===== config.mk =====
export PLATFORM = sky130hd
export DESIGN_NAME = rss_top
export DESIGN_NICKNAME = d
export VERILOG_FILES = /design/src/common/rss_pkg.sv /design/src/hdl/rss_pin_stretch.sv /design/src/hdl/rss_phase_timer.sv /design/src/hdl/rss_top.sv
export SDC_FILE = /design/constraint.sdc
export NUM_CORES = 1
export LEC_CHECK = 0
export BUFFER_PORTS_ARGS = -buffer_cell sky130_fd_sc_hd__clkbuf_2
export CAP_MARGIN = 25
export CORE_MARGIN = 8
export CORE_UTILIZATION = 48
export CTS_CLUSTER_DIAMETER = 100
export DETAILED_ROUTE_END_ITERATION = 10
export PLACE_DENSITY = 0.76
export SETUP_SLACK_MARGIN = 0.3
export SYNTH_ARGS = -nofsm -noshare
export SYNTH_HDL_FRONTEND = slang
export SYNTH_SLANG_ARGS = --single-unit

===== constraint.sdc =====
create_clock -name clk_sys -period 3 [get_ports clk_sys]
set_input_delay 0.45 -clock clk_sys [delete_from_list [all_inputs] [get_ports clk_sys]]
set_output_delay 0.45 -clock clk_sys [all_outputs]
set_load 0.02 [all_outputs]

===== src/common/rss_pkg.sv =====
// Package for the reset source and system integrity status block.
// Assumes a single 250 MHz system clock and an 8-bit register port.
`default_nettype none
package rss_pkg;
   // Clock period in picoseconds
   localparam int unsigned CLK_PERIOD_PS = 4000;
   // Internal reset phase lengths in clock cycles
   localparam logic [12:0] PHASE_SHORT_CYC = 13'h0100;
   localparam logic [12:0] PHASE_LONG_CYC  = 13'h1000;
   // Least reset pin output pulse, in nanoseconds
   localparam int unsigned PIN_OUT_MIN_NS = 20000;
   localparam int unsigned PIN_OUT_MIN_CYC =
      (PIN_OUT_MIN_NS * 1000 + CLK_PERIOD_PS - 1) / CLK_PERIOD_PS;
   // Register offset
   localparam logic [3:0] SICS_OFFSET = 4'h0;
   // Field positions
   localparam int unsigned IRQ_EN_BIT  = 6;
   localparam int unsigned VD_FLAG_BIT = 5;
   localparam int unsigned LVR_BIT     = 4;
   localparam int unsigned LOCK_BIT    = 3;
   localparam int unsigned WDR_BIT     = 0;
   // Reset value of the stored enable bit, and the value of unmapped reads
   localparam logic IRQ_EN_RESET = 1'b0;
   localparam logic [7:0] UNMAPPED_READ = 8'h00;

   // Register port request
   typedef struct packed {
      logic [3:0] addr;
      logic [7:0] wdata;
      logic       wr;
      logic       rd;
   } rss_bus_req_type;

   // Reset cause inputs
   typedef struct packed {
      logic lvd_reset;
      logic wdg_reset;
      logic pin_low;
   } rss_cause_type;

   typedef enum logic [1:0] {
      RSS_ST_RUN   = 2'b00,
      RSS_ST_PHASE = 2'b01
   } rss_state_type;
endpackage : rss_pkg
`default_nettype wire


===== src/hdl/rss_pin_stretch.sv =====
// Open-drain reset pin driver with least output pulse.
// Assumes pin_low_det comes from an asynchronous detector.
`default_nettype none
module rss_pin_stretch (
   input  wire logic clk_sys,
   input  wire logic rst,
   input  wire logic pin_low_det,
   input  wire logic hold_low,
   output logic      pin_oe_n,
   output logic      busy
);
   typedef struct packed {
      logic [15:0] cnt;
      logic        seen;
   } rss_ps_type;
   rss_ps_type st_reg;
   rss_ps_type st_next;

   ////////////////////////////////////////////////////////////////////
   // Reload counter on recognition, count down to release
   always_comb begin
      st_next = st_reg;
      // Only a fresh low level or hold_low starts a pulse; our own drive reads low too
      st_next.seen = pin_low_det;
      if ((pin_low_det && !st_reg.seen) || hold_low) begin
         st_next.cnt = 16'(rss_pkg::PIN_OUT_MIN_CYC);
      end else if (st_reg.cnt != 16'h0000) begin
         st_next.cnt = st_reg.cnt - 16'h0001;
      end
   end

   always_ff @(posedge clk_sys or posedge rst) begin
      if (rst) begin
         st_reg <= '0;
      end else begin
         st_reg <= st_next;
      end
   end

   // Drive low (enable low) while stretching
   assign busy     = (st_reg.cnt != 16'h0000);
   assign pin_oe_n = ~(busy || hold_low);
endmodule : rss_pin_stretch
`default_nettype wire


===== src/hdl/rss_phase_timer.sv =====
// Internal reset phase timer.
// Assumes sys_rst_req is held high while any reset source is active.
`default_nettype none
module rss_phase_timer (
   input  wire logic clk_sys,
   input  wire logic rst,
   input  wire logic sys_rst_req,
   input  wire logic long_phase,
   output logic      in_phase,
   output logic      fetch_vec
);
   typedef struct packed {
      rss_pkg::rss_state_type state;
      logic [12:0]            cnt;
      logic                   fetch;
   } rss_pt_type;
   rss_pt_type st_reg;
   rss_pt_type st_next;

   ////////////////////////////////////////////////////////////////////
   // Phase sequencing: restart on any request, fetch at end
   always_comb begin
      st_next = st_reg;
      st_next.fetch = 1'b0;
      case (st_reg.state)
         rss_pkg::RSS_ST_RUN: begin
            if (sys_rst_req) begin
               st_next.state = rss_pkg::RSS_ST_PHASE;
               st_next.cnt   = 13'h0000;
            end
         end
         rss_pkg::RSS_ST_PHASE: begin
            if (sys_rst_req) begin
               st_next.cnt = 13'h0000;
            end else if (st_reg.cnt == (long_phase ?
                         rss_pkg::PHASE_LONG_CYC - 13'h0001 :
                         rss_pkg::PHASE_SHORT_CYC - 13'h0001)) begin
               st_next.state = rss_pkg::RSS_ST_RUN;
               st_next.fetch = 1'b1;
            end else begin
               st_next.cnt = st_reg.cnt + 13'h0001;
            end
         end
         default: begin
            st_next.state = rss_pkg::RSS_ST_PHASE;
            st_next.cnt   = 13'h0000;
         end
      endcase
   end

   always_ff @(posedge clk_sys or posedge rst) begin
      if (rst) begin
         st_reg <= '{rss_pkg::RSS_ST_PHASE, 13'h0000, 1'b0};
      end else begin
         st_reg <= st_next;
      end
   end

   assign in_phase  = (st_reg.state == rss_pkg::RSS_ST_PHASE);
   assign fetch_vec = st_reg.fetch;
endmodule : rss_phase_timer
`default_nettype wire


===== src/hdl/rss_top.sv =====
// Reset sequencing and system integrity status register.
// Assumes the oscillator keeps running in reset and rst is power-on.
//
// Chosen here: the placing of the registers and the plain strobed port.
`default_nettype none

// Contract
// - Every reset runs an internal phase of 256 or 4096 cycles before fetch.
// - The oscillator is not stopped during the reset phase.
// - The reset pin is an input and an open-drain output with pull-up.
// - A low reset pin is detected without the clock, even in halt.
// - After recognition the pin is driven low for a least pulse time.
// - With bit 6 set, a rise of the voltage flag raises an interrupt.
// - Entering the interrupt routine clears the pending voltage interrupt.
// - Bit 5 is the read-only voltage flag from the supply monitor.
// - Bit 4 is set by a low-voltage reset and cleared by a zero write.
// - Bit 4 stays set through later watchdog or pin resets.
// - Bit 3 is the read-only PLL lock flag, 1 when locked.
// - Bit 0 is set by a watchdog reset, cleared by zero write or LOW_VOLTAGE_DETECTOR reset.
// - The two flags encode pin, watchdog or supply fault as the cause.
module rss_top (
   input  wire logic                     clk_sys,
   input  wire logic                     rst,
   input  wire rss_pkg::rss_bus_req_type bus_req,
   output logic [7:0]                    bus_rdata,
   input  wire rss_pkg::rss_cause_type   cause,
   input  wire logic                     volt_detect_in,
   input  wire logic                     pll_locked_in,
   input  wire logic                     long_phase_sel,
   input  wire logic                     irq_ack,
   output logic                          volt_detect_irq,
   input  wire logic                     reset_pin_in,
   output logic                          reset_pin_out,
   output logic                          reset_pin_oe_n,
   output logic                          osc_enable,
   output logic                          core_reset,
   output logic                          fetch_vector
);
   typedef struct packed {
      logic       irq_en;
      logic       vd_prev;
      logic       irq_pend;
      logic       lvr_flag;
      logic       wdr_flag;
      logic [7:0] rdata;
   } rss_top_type;

   rss_top_type st_reg;
   rss_top_type st_next;
   logic        pin_low_async;
   logic        pin_busy;
   logic        in_phase;
   logic        sys_rst_req;
   logic        pin_low_hold;

   ////////////////////////////////////////////////////////////////////
   // Register image assembled from stored and live bits
   function automatic logic [7:0] sics_image(input rss_top_type s,
                                             input logic vd,
                                             input logic lk);
      logic [7:0] v;
      v = 8'h00;
      v[rss_pkg::IRQ_EN_BIT]  = s.irq_en;
      v[rss_pkg::VD_FLAG_BIT] = vd;
      v[rss_pkg::LVR_BIT]     = s.lvr_flag;
      v[rss_pkg::LOCK_BIT]    = lk;
      v[rss_pkg::WDR_BIT]     = s.wdr_flag;
      return v;
   endfunction : sics_image

   ////////////////////////////////////////////////////////////////////
   // Pin low caught asynchronously, held until a clock edge sees it
   always_ff @(posedge clk_sys or negedge reset_pin_in) begin
      if (!reset_pin_in) begin
         pin_low_async <= 1'b1;
      end else begin
         pin_low_async <= 1'b0;
      end
   end

   // Pin low also resets the core combinationally
   assign pin_low_hold = pin_low_async || cause.pin_low;

   rss_pin_stretch u_pin (
      .clk_sys     (clk_sys),
      .rst         (rst),
      .pin_low_det (pin_low_hold),
      .hold_low    (cause.wdg_reset || cause.lvd_reset),
      .pin_oe_n    (reset_pin_oe_n),
      .busy        (pin_busy)
   );

   assign sys_rst_req = pin_low_hold || pin_busy ||
                        cause.wdg_reset || cause.lvd_reset;

   rss_phase_timer u_phase (
      .clk_sys     (clk_sys),
      .rst         (rst),
      .sys_rst_req (sys_rst_req),
      .long_phase  (long_phase_sel),
      .in_phase    (in_phase),
      .fetch_vec   (fetch_vector)
   );

   ////////////////////////////////////////////////////////////////////
   // Flags, interrupt and register port
   always_comb begin
      logic wr_hit;
      wr_hit  = bus_req.wr && (bus_req.addr == rss_pkg::SICS_OFFSET);
      st_next = st_reg;
      st_next.vd_prev = volt_detect_in;
      // Software writes: enable, and zero-write clears of flags
      if (wr_hit) begin
         st_next.irq_en = bus_req.wdata[rss_pkg::IRQ_EN_BIT];
         if (!bus_req.wdata[rss_pkg::LVR_BIT]) begin
            st_next.lvr_flag = 1'b0;
         end
         if (!bus_req.wdata[rss_pkg::WDR_BIT]) begin
            st_next.wdr_flag = 1'b0;
         end
      end
      // Interrupt pending: ack clears, rise sets and wins
      if (irq_ack) begin
         st_next.irq_pend = 1'b0;
      end
      if (st_reg.irq_en && volt_detect_in && !st_reg.vd_prev) begin
         st_next.irq_pend = 1'b1;
      end
      // Reset sources: set wins over write clear; watchdog leaves bit 4 alone
      if (cause.wdg_reset) begin
         st_next.wdr_flag = 1'b1;
      end
      if (cause.lvd_reset) begin
         st_next.lvr_flag = 1'b1;
         st_next.wdr_flag = 1'b0;
      end
      st_next.rdata = rss_pkg::UNMAPPED_READ;
      if (bus_req.rd) begin
         if (bus_req.addr == rss_pkg::SICS_OFFSET) begin
            // Read-only bits come from live inputs
            st_next.rdata = sics_image(st_reg, volt_detect_in,
                                       pll_locked_in);
         end
      end
   end

   always_ff @(posedge clk_sys or posedge rst) begin
      if (rst) begin
         st_reg <= '{rss_pkg::IRQ_EN_RESET, 1'b0, 1'b0, 1'b0, 1'b0,
                     8'h00};
      end else begin
         st_reg <= st_next;
      end
   end

   ////////////////////////////////////////////////////////////////////
   // Outputs
   assign bus_rdata       = st_reg.rdata;
   assign volt_detect_irq = st_reg.irq_pend;
   assign reset_pin_out   = 1'b0;
   assign osc_enable      = 1'b1;
   assign core_reset      = in_phase || sys_rst_req;
endmodule : rss_top
`default_nettype wire


==> results.sh, run 1 <==
export IMPL_grt_pass1_wl_um=6858
export IMPL_worstPathCellList="or4_4, nor3b_4, nand4_1, nand2b_1, clkbuf_2"
export IMPL_rows=24
export IMPL_worst_pin_slew_ns=0.9265
export IMPL_synth_avg_cell_area_um2=10.06
export IMPL_finalHoldViolations=0
export IMPL_clock_skew_ns=0.009192
export IMPL_synth_largest_area_cell="dfrtp_1"
export IMPL_critical_path_class="flip-flop to output port"
export IMPL_yosys_warnings=0
export IMPL_outcome="finished clean"
export IMPL_overflow=0
export IMPL_place_hpwl_um=2941
export IMPL_fin_setup_tns_ns=0
export IMPL_r2r_cells=6
export IMPL_gp_congestion=0.7695
export IMPL_cp_required_ns=2.55
export IMPL_period_minus_slack_ns=2.555
export IMPL_cts_buffers=5
export IMPL_h_tree_depth=2
export IMPL_fin_nets=268
export IMPL_drv_cap=0
export IMPL_crit_fanout=6
export IMPL_numPortBuffers=27
export IMPL_initial_utilization_pct=49.33
export IMPL_cp_depth=5
export IMPL_final_cells=294
export IMPL_fmax_ghz=0.3914
export IMPL_clk_pin_slew_ns=0.08
export IMPL_detail_route_antenna_nets=0
export IMPL_root_buffer="clkbuf_8"
export IMPL_largest_reg_flops=17
export IMPL_die_y_um=82.67
export IMPL_drive_gt1_share_pct=19.42
export IMPL_end_kind="output port"
export IMPL_synth_top_area_share_pct=48.09
export IMPL_fp_dieW_um=82.67
export IMPL_critical_path_buf_inv_count=1
export IMPL_totalWireLength_um=3970
export IMPL_grt_pass1_vias=1543
export IMPL_first_pass_iters=4
export IMPL_whs_ns=0.07913
export IMPL_avgViaCountPerCell=5.344
export IMPL_timing_final_crit_share_pct=85.17
export IMPL_final_max_slew_viol_count=0
export IMPL_syn_area_um2=2133
export IMPL_cp_slowest_cell="or4_4"
export IMPL_rsz0062_at_grt="no"
export IMPL_fp_coreArea_um2=4324
export IMPL_cts_num_sinks=43
export IMPL_synth_cell_type_count=44
export IMPL_clock_latency_ns=0.29
export IMPL_crit_path_start_kind="flip-flop"
export IMPL_wl_per_cell_um=13.50
export IMPL_postCtsHoldBufs=0
export IMPL_p_leak_uw=0.001038
export IMPL_cts_path_max_buffers=2
export IMPL_grt_usage_pct=12.64
export IMPL_ys_seq_elements=43
export IMPL_die_area_um2=6834
export IMPL_relSlewSlack_pct=38.17
export IMPL_remaining_drc_errors=0
export IMPL_area_growth_pct=11.85
export IMPL_place_inst=285
export IMPL_worstHoldPathType="input pin to async pin"
export IMPL_vias=1571
export IMPL_synth_area_top_cells="dfrtp_1, xnor2_1, nor2_1"
export IMPL_ios=38
export IMPL_setup_viol_count_final=0
export IMPL_crit_family="simple AND/OR/NAND/NOR gates"
export IMPL_ys_seq_area_share_pct=50.56
export IMPL_cts_tree="yes"
export IMPL_ir_drop_mv=0.1732
export IMPL_p_per_area_nw_per_um2=436.0
export IMPL_arrival_ns=2.11
export IMPL_syn_inst=212
export IMPL_slowest_delay_ns=0.59
export IMPL_antenna_found_initial=0
export IMPL_drt_iter0_markers=94
export IMPL_grt_max_degree=26
export IMPL_diodes=0
==> worst reg2reg max path, cell delays in order (launching register included) <==
cell	delay, ns
dfrtp_1	0.43
or4_4	0.59
nor3b_4	0.27
buf_4	0.16
nand3_1	0.13
or4_1	0.43
a21oi_1	0.16
==> report_power, final <==
group	leakage, µW	total [µW]	internal [µW]	switching [µW]
clock	0.0000422	349	163	185
combinational	0.000444	88.9	34.6	54.3
sequential	0.000551	603	593	9.52
total	0.00104	1040	791	249
==> cell families (layout without fill, tap and decap cells) <==
group	count (synthesis)	count (layout)	share of synthesized area, %
simple gates	91	91	23.70
xor+xnor	21	21	8.622
compound gates	26	26	7.977
flops	43	43	50.56
mux	2	2	0.9970
fa+ha+maj	3	3	1.760
buf+inv	24	50	6.040
other cells	2	6	0.3520
==> Yosys cell counts <==
master	instances
a2111oi_0	2
a211oi_1	4
a21oi_1	7
a311oi_1	1
a31oi_1	3
a41o_1	1
and2_1	1
and3_1	8
and3b_1	1
and4_1	1
buf_2	1
buf_4	10
clkbuf_1	4
conb_1	2
dfrtp_1	41
dfstp_2	2
ha_1	3
inv_1	9
mux2_2	1
mux2i_1	1
nand2_1	13
nand2b_1	3
nand3_1	5
nand3b_1	2
nand4_1	7
nand4b_1	3
nor2_1	25
nor3_1	7
nor3b_1	1
nor3b_4	1
nor4_1	5
nor4_2	1
nor4b_1	1
o21a_1	1
o21ai_0	4
o22ai_1	1
o31ai_1	1
o32ai_1	1
or3_1	3
or4_1	1
or4_2	1
or4_4	1
xnor2_1	12
xor2_1	9
==> final cells by class <==
cell class                 count  area, µm²
fill                         398       1938
timing repair buffer          33      180.2
clock buffer                   7      76.32
multi-input combinational    149      947.2
tap                           52      65.06
inverter                       9      33.78
clock inverter                 1      5.005
sequential                    43       1079
==> final timing paths <==
path                                 startpoint                to  slack [ns]
worst max register to register  u_pin.st_reg[7]  u_pin.st_reg[14]        0.75
max in group asynchronous                   rst   u_pin.st_reg[1]        1.97
worst min register to register       st_reg[11]   volt_detect_irq        0.42
worst max-delay path            u_pin.st_reg[7]        core_reset        0.44
min in group clk_sys             volt_detect_in        st_reg[11]        0.30
worst min-delay path               reset_pin_in     pin_low_async        0.08
==> cells in the final DEF, fill, tap and decap left out, types with 8 or more instances in the layout <==
master and instances:
clkbuf_2 27, dfrtp_1 41, and3_1 8, inv_1 9
nor2_1 25, nand2_1 13, xor2_1 9, xnor2_1 12
==> timing repair <==
action                     CTS  global route
setup endpoints to repair    0             2
buffers inserted             0             1
gates resized for setup      0             1
==> per-layer routing <==
metal / vias up / GRT usage [%] / part of all wire (%)
met5: - / 0 / 0
met4: 0 / 5.000 / 1.4
met3: 6 / 3.355 / 9.6
met2: 47 / 19.35 / 41
met1: 728 / 16.61 / 48
li1: 790 / - / -
==> per-stage QoR <==
step	setup slack, ns	total power, µW	cell area, µm²	util [%]
after floorplan	0.7595	676.3	2148	-
after global placement	0.7722	701.4	2291	52.98
after detailed placement	0.7190	703.9	2291	52.98
after CTS	0.3995	1053	2372	54.86
after global routing	0.3032	1085	2386	55.18
final	0.4449	1040	2386	55.18
No activity file was read; power rests on OpenSTA's default activity.
==> run 2, diff against run 1 <==
CORE_MARGIN = 4   (was 8)
CORE_UTILIZATION = 59   (was 48)
PLACE_DENSITY = 0.9   (was 0.76)
==> run 2 against run 1 <==
Against the previous run:
- sequential share of layout area increased by 0.63 points
- fmax shrank 2.2%
- clock-buffer cell count fell by 1
- register-to-register slack improved by 0.10 ns
- routed wire length increased by 1.8%
- cell count down 2.4%
- sequential power about the same
- largest cell class unchanged
- largest power group unchanged
==> results.sh, run 2 (same netlist as run 1, synthesis figures left out) <==
export IMPL_cts_path_max_buffers=2
export IMPL_diodes=0
export IMPL_crit_fanout=6
export IMPL_outcome="finished clean"
export IMPL_swShare_pct=25.60
export IMPL_place_hpwl_um=2879
export IMPL_final_cell_mix="dfrtp_1, clkbuf_2, nor2_1, nand2_1, xnor2_1"
export IMPL_fin_setup_tns_ns=0
export IMPL_setup_viol_count_final=0
export IMPL_arrival_ns=2.16
export IMPL_fillers=268
export IMPL_wl_per_cell_um=14.08
export IMPL_p_total_uw=967.3
export IMPL_rows=21
export IMPL_place_ws_ns=0.7347
export IMPL_clkPwrFrac_pct=28.3
export IMPL_intPower_uw=719.7
export IMPL_totalWireLength_um=4041
export IMPL_r2r_cells=5
export IMPL_layout_commonest_cell="dfrtp_1"
export IMPL_h_tree_depth=2
export IMPL_grt_max_degree=43
export IMPL_antenna_found_initial=0
export IMPL_drive_gt1_share_pct=19.50
export IMPL_switchingPower_uw=247.7
export IMPL_largest_reg_flops=17
export IMPL_relSlewSlack_pct=50.27
export IMPL_avgViaCountPerCell=5.672
export IMPL_final_max_slew_viol_count=0
export IMPL_detail_route_antenna_nets=0
export IMPL_root_buffer="clkbuf_4"
export IMPL_finalHoldViolations=0
export IMPL_overflow=0
export IMPL_cts_num_sinks=43
export IMPL_fmax_ghz=0.3827
export IMPL_fp_coreArea_um2=3416
export IMPL_cts_tree="yes"
export IMPL_remaining_drc_errors=0
export IMPL_grt_usage_pct=19.02
export IMPL_timing_final_crit_share_pct=87.09
export IMPL_numPortBuffers=27
export IMPL_cts_setup_buffers=0
export IMPL_multiInputGateArea_um2=955.9
export IMPL_post_route_cell_area_um2=2356
export IMPL_regArea_um2=1080
export IMPL_fp_dieW_um=68.13
export IMPL_first_pass_iters=4
export IMPL_p_leak_uw=0.001018
export IMPL_gp_congestion=0.8528
export IMPL_p_seq_share_pct=62.4
export IMPL_die_area_um2=4642
export IMPL_clock_skew_ns=0.01059
export IMPL_p_per_area_nw_per_um2=410.6
export IMPL_drv_cap=0
export IMPL_cp_required_ns=2.55
export IMPL_worstHoldPathType="input pin to async pin"
export IMPL_fin_nets=267
export IMPL_clk_pin_slew_ns=0.13
export IMPL_worst_pin_slew_ns=0.7391
export IMPL_critical_path_class="flip-flop to output port"
export IMPL_vias=1628
export IMPL_drt_iter0_markers=138
export IMPL_fin_ws_ns=0.3872
export IMPL_cts_buffers=5
export IMPL_ir_drop_mv=0.2077
export IMPL_clock_latency_ns=0.36
export IMPL_grt_pass1_vias=1609
export IMPL_rsz0062_at_grt="no"
export IMPL_pwr_share_comb_pct=9.3
export IMPL_end_kind="output port"
export IMPL_dpl_cell_area_um2=2276
export IMPL_die_y_um=68.13
export IMPL_ios=38
export IMPL_area_growth_pct=10.44
export IMPL_grt_pass1_wl_um=6617
export IMPL_period_minus_slack_ns=2.613
export IMPL_initial_utilization_pct=62.45
export IMPL_crit_path_start_kind="flip-flop"
run 2: layout make-up:
type	instances	area share (%)
clock buffer	6	1.753
clock inverter	2	0.5311
inverter	9	1.434
multi-input combinational	149	40.57
sequential	43	45.83
tap	46	2.443
timing repair buffer	32	7.435
run 2: power by group through the flow:
stage	sequential [µW]	combinational [µW]	clock [µW]
after CTS	603	89.5	284
after floorplan	615	61.7	0
after global routing	606	102	305
final	604	89.7	274
after detailed placement	614	88.0	0
after global placement	613	85.5	0
run 2: what timing repair did:
item / in CTS / in global routing
hold buffers: 1 / 0
endpoints found under the setup margin: 0 / 2
endpoints found under the hold margin: 1 / 0
gates resized for setup: 0 / 4
run 2: path summary, 6_finish.rpt:
check,start,slack [ns],end
worst max register to register,u_pin.st_reg[7],0.85,u_pin.st_reg[14]
worst min register to register,st_reg[11],0.43,volt_detect_irq
worst min-delay path,rst,0.18,u_phase.st_reg[9]
worst max-delay path,u_pin.st_reg[7],0.39,core_reset
min in group clk_sys,volt_detect_in,0.22,st_reg[11]
max in group asynchronous,rst,2.43,u_pin.st_reg[7]
run 2: per-stage QoR:
step | hold slack (ns) | instances | utilization [%]
final | 0.1837 | 287 | 68.97
after global routing | 0.2113 | 287 | 68.97
after CTS | 0.2012 | 287 | 68.50
after detailed placement | 0.3866 | 278 | 66.63
after global placement | 0.3848 | 278 | 66.63
after floorplan | 0.3022 | 216 | -
run 2: layer usage:
layer  GRT usage, %  up-vias  share of wire [%]
li1               -      788                  -
met2          30.69       50                 47
met4          10.42        0                2.9
met1          24.03      776                 43
met3          3.612       14                6.7
met5              0        -                  0
run 2: worst max-delay path, stage by stage (launching register included):
cell and delay, ns:
dfrtp_2 0.46, or4_4 0.58, nor3b_4 0.27, nand4_1 0.18, nand2b_1 0.18, clkbuf_2 0.15
